==> src/hdl/gpcd_consts.svh <==
// Purpose: constants for the two-port general purpose I/O block
// Assumes: APB byte addresses, one register per aligned word
// Notes: printed offsets are indices, byte address is four times the index
`ifndef GPCD_CONSTS_SVH
`define GPCD_CONSTS_SVH
`define GPCD_IDX_QUAD_DATA 4'h2
`define GPCD_IDX_OCTAL_DATA 4'h3
`define GPCD_IDX_QUAD_DIR 4'h6
`define GPCD_IDX_OCTAL_DIR 4'h7
`define GPCD_IDX_QUAD_PUE 4'h8
`define GPCD_IDX_OCTAL_PUE 4'h9
`define GPCD_IDX_HV_STATUS 4'ha
`define GPCD_QUAD_W 4
`define GPCD_OCTAL_W 8
`define GPCD_QUAD_IO_W 3
`define GPCD_INPUT_ONLY_BIT 3
`define GPCD_DIR_RESET 8'h00
`define GPCD_PUE_RESET 8'h00
`define GPCD_LATCH_INIT 8'h00
`define GPCD_RDATA_ZERO 32'h0000_0000
`define GPCD_HIT_LSB 6
`define GPCD_IDX_MSB 5
`define GPCD_IDX_LSB 2
`define GPCD_LANE0 0
`define GPCD_HV_STATUS_BIT 0
`define GPCD_QUAD_OUT_MASK 4'h7
`define GPCD_OCTAL_OUT_MASK 8'hff
`endif

==> src/hdl/gpcd_pkg.sv <==
// Purpose: shared types for the two-port I/O block
// Assumes: nothing beyond the constants header
// Notes: apb transfer state
package gpcd_pkg;
    typedef enum logic [2:0] {
        GPCD_IDLE = 3'b001,
        GPCD_SETUP = 3'b010,
        GPCD_ACCESS = 3'b100
    } gpcd_apb_state_t;
endpackage

==> src/hdl/gpcd_pin_if.sv <==
// Purpose: bundle between port core and its pin synchroniser
// Assumes: one clock
// Notes: raw in, filtered level out
`timescale 1ns/1ps
interface gpcd_pin_if #(parameter int W = 8);
    logic [W-1:0] raw;
    logic [W-1:0] level;
    modport sync (input raw, output level);
    modport user (output raw, input level);
endinterface

==> src/hdl/gpcd_port.sv <==
// Purpose: one port slice, latch, direction, pullup and pin mux
// Assumes: writes come as one-cycle strobes from the apb slave
// Notes: latch has no reset, reset leaves port data unchanged
`timescale 1ns/1ps
module gpcd_port #(
    parameter int W = 8,
    parameter logic [W-1:0] OUT_MASK = '1
) (
    // clock and reset
    input wire logic pclk,
    input wire logic presetn,
    input wire logic ce,
    // register writes
    input wire logic wr_data,
    input wire logic wr_dir,
    input wire logic wr_pue,
    input wire logic [W-1:0] wdata,
    // register views
    output logic [W-1:0] rd_data,
    output logic [W-1:0] dir,
    output logic [W-1:0] pue,
    // pad side
    input wire logic [W-1:0] level,
    output logic [W-1:0] pad_out,
    output logic [W-1:0] pad_oe,
    output logic [W-1:0] pad_pu
);
    logic [W-1:0] latch_reg, latch_next;
    logic [W-1:0] dir_reg, dir_next, pue_reg, pue_next;
    logic [W-1:0] out_reg, oe_reg, pu_reg, out_next, oe_next, pu_next;
    always_comb begin
        latch_next = wr_data ? wdata : latch_reg;
        dir_next = wr_dir ? (wdata & OUT_MASK) : dir_reg;
        pue_next = wr_pue ? wdata : pue_reg;
        out_next = latch_next & OUT_MASK;
        oe_next = dir_next & OUT_MASK;
        pu_next = pue_next & ~dir_next;
    end
    // latch deliberately unreset: port data survives reset
    always_ff @(posedge pclk) begin
        if (ce) begin
            latch_reg <= latch_next;
        end
    end
    always_ff @(posedge pclk or negedge presetn) begin
        if (!presetn) begin
            dir_reg <= '0;
            pue_reg <= '0;
            out_reg <= '0;
            oe_reg <= '0;
            pu_reg <= '0;
        end else if (ce) begin
            dir_reg <= dir_next;
            pue_reg <= pue_next;
            out_reg <= out_next;
            oe_reg <= oe_next;
            pu_reg <= pu_next;
        end
    end
    assign rd_data = (dir_reg & latch_reg) | (~dir_reg & level);
    assign dir = dir_reg;
    assign pue = pue_reg;
    assign pad_out = out_reg;
    assign pad_oe = oe_reg;
    assign pad_pu = pu_reg;
endmodule

==> src/hdl/gpcd_sync.sv <==
// Purpose: three-stage input synchroniser with agreement filter
// Assumes: raw pins are asynchronous to pclk
// Notes: stage one is read only by stage two
`timescale 1ns/1ps
module gpcd_sync #(
    parameter int W = 8
) (
    // clock and reset
    input wire logic pclk,
    input wire logic presetn,
    input wire logic ce,
    // pins
    gpcd_pin_if.sync pins
);
    logic [W-1:0] s1_reg, s2_reg, s3_reg, lvl_reg;
    logic [W-1:0] lvl_next;
    always_comb begin
        lvl_next = lvl_reg;
        for (int i = 0; i < W; i++) begin
            if (s2_reg[i] == s3_reg[i]) begin
                lvl_next[i] = s3_reg[i];
            end
        end
    end
    always_ff @(posedge pclk or negedge presetn) begin
        if (!presetn) begin
            s1_reg <= '0;
            s2_reg <= '0;
            s3_reg <= '0;
            lvl_reg <= '0;
        end else if (ce) begin
            s1_reg <= pins.raw;
            s2_reg <= s1_reg;
            s3_reg <= s2_reg;
            lvl_reg <= lvl_next;
        end
    end
    assign pins.level = lvl_reg;
endmodule

==> src/hdl/gpcd_top.sv <==
// Purpose: apb slave with a four-pin and an eight-pin general purpose port
// Assumes: pclk 10 MHz, presetn async active low, pins asynchronous
// Notes: unmapped addresses read zero, writes ignored, never pslverr
`timescale 1ns/1ps
`include "gpcd_consts.svh"
module gpcd_top (
    // clock, reset, enable
    input wire logic pclk,
    input wire logic presetn,
    input wire logic clk_en,
    // apb slave
    input wire logic psel,
    input wire logic penable,
    input wire logic pwrite,
    input wire logic [31:0] paddr,
    input wire logic [31:0] pwdata,
    input wire logic [3:0] pstrb,
    output logic [31:0] prdata,
    output logic pready,
    output logic pslverr,
    // quad port pins
    input wire logic [`GPCD_QUAD_W-1:0] quad_pin_in,
    output logic [`GPCD_QUAD_W-1:0] quad_pin_out,
    output logic [`GPCD_QUAD_W-1:0] quad_pin_oe,
    output logic [`GPCD_QUAD_W-1:0] quad_pin_pullup,
    // high-voltage detector on the input-only pin
    input wire logic hv_detect_raw,
    output logic special_mode_allow,
    // octal port pins
    input wire logic [`GPCD_OCTAL_W-1:0] octal_pin_in,
    output logic [`GPCD_OCTAL_W-1:0] octal_pin_out,
    output logic [`GPCD_OCTAL_W-1:0] octal_pin_oe,
    output logic [`GPCD_OCTAL_W-1:0] octal_pin_pullup
);
    // ****************************************
    // apb decode
    // ****************************************
    gpcd_pkg::gpcd_apb_state_t st_reg, st_next;
    logic [31:0] rdata_reg, rdata_next;
    logic ready_reg, ready_next;
    logic [3:0] idx;
    logic wr_ok;
    logic w_qd, w_od, w_qdir, w_odir, w_qpue, w_opue;
    logic [`GPCD_QUAD_W-1:0] q_rd, q_dir, q_pue;
    logic [`GPCD_OCTAL_W-1:0] o_rd, o_dir, o_pue;
    logic [`GPCD_QUAD_W-1:0] q_data_view;
    logic hv_level;
    logic hv_reg, hv_next;

    // index is word address; upper bits must be zero to hit
    assign idx = paddr[`GPCD_IDX_MSB:`GPCD_IDX_LSB];
    // one-cycle write strobe at the access edge where pready is high
    assign wr_ok = psel & penable & pwrite & ready_reg & pstrb[`GPCD_LANE0]
        & (paddr[31:`GPCD_HIT_LSB] == '0);
    assign w_qd = wr_ok & (idx == `GPCD_IDX_QUAD_DATA);
    assign w_od = wr_ok & (idx == `GPCD_IDX_OCTAL_DATA);
    assign w_qdir = wr_ok & (idx == `GPCD_IDX_QUAD_DIR);
    assign w_odir = wr_ok & (idx == `GPCD_IDX_OCTAL_DIR);
    assign w_qpue = wr_ok & (idx == `GPCD_IDX_QUAD_PUE);
    assign w_opue = wr_ok & (idx == `GPCD_IDX_OCTAL_PUE);

    // ****************************************
    // pin synchronisers
    // ****************************************
    gpcd_pin_if #(.W(`GPCD_QUAD_W + 1)) q_pins ();
    gpcd_pin_if #(.W(`GPCD_OCTAL_W)) o_pins ();
    assign q_pins.raw = {hv_detect_raw, quad_pin_in};
    assign o_pins.raw = octal_pin_in;

    gpcd_sync #(.W(`GPCD_QUAD_W + 1)) u_qsync (
        .pclk(pclk),
        .presetn(presetn),
        .ce(clk_en),
        .pins(q_pins)
    );
    gpcd_sync #(.W(`GPCD_OCTAL_W)) u_osync (
        .pclk(pclk),
        .presetn(presetn),
        .ce(clk_en),
        .pins(o_pins)
    );
    assign hv_level = q_pins.level[`GPCD_QUAD_W];

    // ****************************************
    // port slices
    // ****************************************
    // bit 3 masked off: never driven, its latch bit unreadable
    gpcd_port #(.W(`GPCD_QUAD_W), .OUT_MASK(`GPCD_QUAD_OUT_MASK)) u_quad (
        .pclk(pclk),
        .presetn(presetn),
        .ce(clk_en),
        .wr_data(w_qd),
        .wr_dir(w_qdir),
        .wr_pue(w_qpue),
        .wdata(pwdata[`GPCD_QUAD_W-1:0]),
        .rd_data(q_rd),
        .dir(q_dir),
        .pue(q_pue),
        .level(q_pins.level[`GPCD_QUAD_W-1:0]),
        .pad_out(quad_pin_out),
        .pad_oe(quad_pin_oe),
        .pad_pu(quad_pin_pullup)
    );
    gpcd_port #(.W(`GPCD_OCTAL_W), .OUT_MASK(`GPCD_OCTAL_OUT_MASK)) u_octal (
        .pclk(pclk),
        .presetn(presetn),
        .ce(clk_en),
        .wr_data(w_od),
        .wr_dir(w_odir),
        .wr_pue(w_opue),
        .wdata(pwdata[`GPCD_OCTAL_W-1:0]),
        .rd_data(o_rd),
        .dir(o_dir),
        .pue(o_pue),
        .level(o_pins.level),
        .pad_out(octal_pin_out),
        .pad_oe(octal_pin_oe),
        .pad_pu(octal_pin_pullup)
    );
    // direction bit 3 held 0, so the read mux always picks the pin level
    assign q_data_view = q_rd;

    // ****************************************
    // high-voltage detect
    // ****************************************
    // registered so the mode gate never sees a metastable level
    assign hv_next = hv_level;
    always_ff @(posedge pclk or negedge presetn) begin
        if (!presetn) begin
            hv_reg <= 1'b0;
        end else if (clk_en) begin
            hv_reg <= hv_next;
        end
    end

    // ****************************************
    // apb state and read data
    // ****************************************
    always_comb begin
        st_next = st_reg;
        rdata_next = rdata_reg;
        ready_next = 1'b0;
        case (st_reg)
            gpcd_pkg::GPCD_IDLE: begin
                if (psel && !penable) begin
                    st_next = gpcd_pkg::GPCD_SETUP;
                end
            end
            gpcd_pkg::GPCD_SETUP: begin
                // answer one cycle into access: pready and prdata together
                st_next = gpcd_pkg::GPCD_ACCESS;
                ready_next = 1'b1;
                rdata_next = `GPCD_RDATA_ZERO;
                if (!pwrite && paddr[31:`GPCD_HIT_LSB] == '0) begin
                    case (idx)
                        `GPCD_IDX_QUAD_DATA: rdata_next[`GPCD_QUAD_W-1:0] = q_data_view;
                        `GPCD_IDX_OCTAL_DATA: rdata_next[`GPCD_OCTAL_W-1:0] = o_rd;
                        `GPCD_IDX_QUAD_DIR: rdata_next[`GPCD_QUAD_W-1:0] = q_dir;
                        `GPCD_IDX_OCTAL_DIR: rdata_next[`GPCD_OCTAL_W-1:0] = o_dir;
                        `GPCD_IDX_QUAD_PUE: rdata_next[`GPCD_QUAD_W-1:0] = q_pue;
                        `GPCD_IDX_OCTAL_PUE: rdata_next[`GPCD_OCTAL_W-1:0] = o_pue;
                        `GPCD_IDX_HV_STATUS: rdata_next[`GPCD_HV_STATUS_BIT] = hv_reg;
                        default: rdata_next = `GPCD_RDATA_ZERO;
                    endcase
                end
            end
            gpcd_pkg::GPCD_ACCESS: begin
                if (psel && !penable) begin
                    st_next = gpcd_pkg::GPCD_SETUP;
                end else begin
                    st_next = gpcd_pkg::GPCD_IDLE;
                end
            end
            default: begin
                st_next = gpcd_pkg::GPCD_IDLE;
            end
        endcase
    end
    always_ff @(posedge pclk or negedge presetn) begin
        if (!presetn) begin
            st_reg <= gpcd_pkg::GPCD_IDLE;
            rdata_reg <= `GPCD_RDATA_ZERO;
            ready_reg <= 1'b0;
        end else if (clk_en) begin
            st_reg <= st_next;
            rdata_reg <= rdata_next;
            ready_reg <= ready_next;
        end
    end
    assign prdata = rdata_reg;
    assign pready = ready_reg;
    assign pslverr = 1'b0;
    assign special_mode_allow = hv_reg;
endmodule

==> config.mk <==
export PLATFORM = sky130hd
export DESIGN_NAME = gpcd_top
export DESIGN_NICKNAME = d
export VERILOG_FILES = /design/src/hdl/gpcd_pkg.sv /design/src/hdl/gpcd_pin_if.sv /design/src/hdl/gpcd_port.sv /design/src/hdl/gpcd_sync.sv /design/src/hdl/gpcd_top.sv
export VERILOG_INCLUDE_DIRS = /design/src /design/src/hdl
export SDC_FILE = /design/constraint.sdc
export NUM_CORES = 1
export LEC_CHECK = 0
export BUFFER_PORTS_ARGS = -buffer_cell sky130_fd_sc_hd__buf_2
export CAP_MARGIN = 25
export CORE_MARGIN = 3
export CORE_UTILIZATION = 53
export CTS_BUF_LIST = sky130_fd_sc_hd__clkbuf_8 sky130_fd_sc_hd__clkbuf_16
export DETAILED_ROUTE_END_ITERATION = 12
export GPL_TIMING_DRIVEN = 1
export MAX_ROUTING_LAYER = met4
export PLACE_DENSITY = 0.77
export SYNTH_ARGS = -nofsm -noshare
export SYNTH_HDL_FRONTEND = slang
export SYNTH_HIERARCHICAL = 1
export SYNTH_SLANG_ARGS = --single-unit
==> constraint.sdc <==
create_clock -name pclk -period 5.35 [get_ports pclk]
set_input_delay 0.8025 -clock pclk [delete_from_list [all_inputs] [get_ports pclk]]
set_output_delay 0.8025 -clock pclk [all_outputs]
set_load 0.01 [all_outputs]
==> results.md <==
STA:
- Setup repair after global routing left no endpoint under its margin.
- The max-slew headroom at the worst pin is 31.8%.
- The count of pins over their slew limit came to 0.
- On the final layout, the worst hold slack is 475 ps.
- The number of endpoints with negative hold slack in the final report was 0.
- The sum of negative setup slack is 0 ps.
- The setup-violating endpoint count in the final report is 0.
- Across the routed clock network, the largest skew measured is about 8.4 ps.
- The slew at the pin closest to its max-slew limit is roughly 1000 ps.
- The top achievable clock speed is between 0.3 and 0.4 GHz.
- The worst path in the final design needs a cycle of 3250 ps, including I/O delays and setup.
- The final critical-path share of the clock period is between 60% and 70%.

Logic synthesis:
- The cell count after synthesis came out at 485.
- Among all flip-flop cells after synthesis, the most frequent one is dfrtp_1.
- The portion of the post-synthesis area used by sequential elements is between 50% and 60%.
- The synthesized area per cell is between 10 and 15 µm².
- The synthesized design contains 12 enable-type register cells.
- The synthesized design contains about 120 register bits.
- The number of warnings issued by yosys is 6.
- In this run, distinct cell masters in the synthesized netlist total 55.
- The synthesized netlist occupies a cell area of 6260 µm².
- Of all flip-flops after synthesis, the portion carrying an async set or reset was 90.3%.

Clock network:
- The clock latency of the later-clocked register in the worst-skew pair is 410 ps.
- The clock slew seen by the registers of the worst setup and hold paths is ~60 ps.
- The clock tree from TritonCTS is built.
- The number of buffers created by CTS is 17.
- The clock drives 124 sinks.
- After clock tree synthesis, the flow added hold-fix buffers numbering 0.
- The number of H-tree levels is 4.
- The maximum clock path buffer count is 2.
- The tree is rooted in a clkbuf_16.
- The number of setup buffers added after CTS is 0.
- The number of cells upsized or downsized after cts is 0.

Setup path:
- The slowest stage of the critical path belongs to the cell nor3b_1.
- The type of origin of the critical path is a primary input.
- In this run the critical register-to-register path is launched from pready.
- Measured in cells, the most critical reg-to-reg path has a length of 5.
- For the worst setup path, the data required time is 5680 ps.
- The maximum fanout encountered on the critical timing path is 7.
- The cell repeated most along the worst path is or4_1.
- STA puts the critical path data arrival time at approximately 3600 ps.
- The setup check on the worst reg-to-reg path leaves a slack of 2840 ps.
- STA classifies the critical path endpoint as a register.
- The critical path goes through buf_2 > or4_1 > or4_1 > nor3b_1 > mux2_4 > o31ai_2.
- The endpoint identified for the worst register-to-register timing path is u_quad/pad_pu[2].
- The worst setup path is of the in -> reg kind.
- The stage delay of the slowest cell on the critical path is between 800 and 900 ps.

Global routing:
- The via count of the first global-routing pass is between 4000 and 5000.
- Entering global routing, the biggest net connects slightly below 70 pins.
- The first global-routing pass estimated 20600 µm of wire.
- The initial antenna violation count is 0.
- The overall global routing resource usage is 20.9%.
- After global routing the overflow that remains totals 0.

Min path:
- The number of cells on the worst hold path is 2.
- The worst hold path endpoint is prdata[3].
- The class of the tightest hold or removal check is reg -> reg.
- The startpoint identified for the worst hold timing path is prdata[3].

Finish:
- The synthesis-to-layout area growth is 15.3%.
- The post-layout instance count excluding filler cells is between 700 and 800.
- For this run, the share of the core covered by cells in the final layout is a little over three fifths.
- The number of fillers in the final layout is 867.
- The antenna cell count is 0.
- The number of nets in the final layout is approximately 660.
- In the final layout, the share of cells above drive strength 1 is between 40% and 50%.

Floorplan:
- The initial utilization of the core area, before any placement, comes to 54.6%.
- The area enclosed by the die boundary is roughly 13000 µm².
- The vertical die dimension is 115 µm.
- In this run the core area contains 39 standard-cell rows.
- The standard cell core area is 11500 µm².
- The horizontal extent of the die is approximately 110 µm.
- For this design the top-level I/O count stands at between 150 and 200.

Power:
- The analysis attributes to cell leakage a power of 3.41 nW.
- The design draws about 0.0026 W.
- The worst ir drop on vdd is 0.225 mV.
- In this run the power density over the cells is 354 nW/µm².

Placed design:
- The final weighted congestion in routability-driven placement is 0.909.
- Once detailed placement completed, the half-perimeter wirelength came to about 8900 µm.
- The number of placed instances, taps included, is 700.
- The count of buffers inserted at the top-level ports is just over 100.

Detailed routing:
- The number of iterations in the first detailed-routing pass is 4.
- The DRC violations left is 0.
- In this run, the number of DRC markers left after iteration 0 of detailed routing was 200.
- The detail-routed via count per cell is roughly 5.5.
- The final route contains slightly above 4000 vias.
- For this block, the routed nets add up to roughly 13000 µm of wire.
- The detail-routed net length per standard cell is 17.7 µm.
- In this run the remaining antenna-violating nets after routing total 0.

Outcome:
- The run finished with clean final reports.

Flow run:
- The number of max-cap violations is 0.
## metrics by stage
stage / area (µm²) / setup WS [ps]
finish: 7220 / 2100
global route: 7220 / 1850
CTS: 7220 / 2090
detailed placement: 6630 / 1680
global placement: 6620 / 1560
floorplan: 6350 / 2160
## cells by family after synthesis
group | count (synthesis) | synth area share [%]
flops | 124 | 50.5
mux | 112 | 21.2
simple gates | 100 | 9.45
compound gates | 76 | 10.7
buf+inv | 70 | 7.93
other cells | 2 | 0.120
xor+xnor | 1 | 0.140
## critical path: cells and delay by family
kind                   cells  cell delay, ps
muxes                      1             360
AOI/OAI and AO/OA          1             200
and+or+nand+nor            3            2120
buffers and inverters      1              90
## placed cells by master, fill, tap and decap left out, types with 3 or more instances in the layout
master	count
a21o_1	9
a21oi_1	10
a22o_1	9
a22oi_1	3
a32o_1	4
a32oi_1	3
buf_2	99
buf_4	8
clkbuf_16	17
clkbuf_8	5
clkinv_2	3
conb_1	27
dfrtp_1	111
edfxtp_1	12
inv_1	12
mux2_2	93
mux2_4	15
mux2i_1	3
nand2_1	18
nand2b_1	22
nand3_1	3
nor2_1	11
nor2b_1	12
nor3b_1	6
nor4_1	5
o21ai_0	9
o2bb2ai_1	4
o31ai_1	6
o31ai_2	5
o41ai_2	9
or2b_1	4
## cell usage after synthesis (5+ instances only)
master / number / area (µm²)
buf_6: 6 / 67.6
a21o_1: 9 / 67.6
nor2_1: 11 / 41.3
mux2_4: 15 / 225
nor2b_1: 12 / 75.1
nor3b_1: 6 / 45.0
inv_1: 8 / 30.0
nand2b_1: 22 / 138
o31ai_1: 6 / 45.0
o41ai_2: 9 / 146
edfxtp_1: 12 / 360
mux2_2: 93 / 1050
buf_4: 44 / 330
nand2_1: 18 / 67.6
dfrtp_1: 111 / 2780
nor4_1: 5 / 31.3
clkbuf_1: 6 / 22.5
a22o_1: 9 / 78.8
a21oi_1: 10 / 50.1
o21ai_0: 9 / 45.0
o31ai_2: 5 / 62.6
## power by group
group          internal (W)  switching [W]  leakage (nW)
clock              0.000738       0.000386         0.311
sequential          0.00105      0.0000799          1.52
combinational      0.000163       0.000138          1.58
total               0.00195       0.000604          3.41
## worst max path at each step
stage	startpoint	endpoint	slack [ps]	cells past startpoint
after global routing	paddr[7]	u_quad/pue[1]	1850	7
after detailed placement	paddr[21]	u_quad/pue[3]	1680	6
final	paddr[21]	u_quad/pad_pu[2]	2100	6
after floorplan	paddr[21]	u_quad/pad_pu[2]	2160	6
after CTS	paddr[21]	u_quad/pue[1]	2090	6
after global placement	paddr[21]	u_octal/pad_out[1]	1560	6
## metal layers
metal | part of all wire [%] | vias to the layer above | global-route usage, %
met5 | 0 | - | -
met4 | 2.3 | 0 | 8.37
met3 | 5.3 | 22 | 4.86
met2 | 49 | 132 | 33.0
met1 | 44 | 1994 | 26.1
li1 | - | 1885 | -
## layout make-up
class                           count  area (µm²)  share of cell area [%]
Timing Repair Buffer              107         556                    7.69
Tap cell                          143         179                    2.48
Inverter                           10        37.5                   0.520
Multi-Input combinational cell    316        2690                    37.3
Sequential cell                   124        3160                    43.8
Clock inverter                     10        96.3                    1.33
Clock buffer                       22         494                    6.84
No activity file was read; power rests on OpenSTA's default activity.
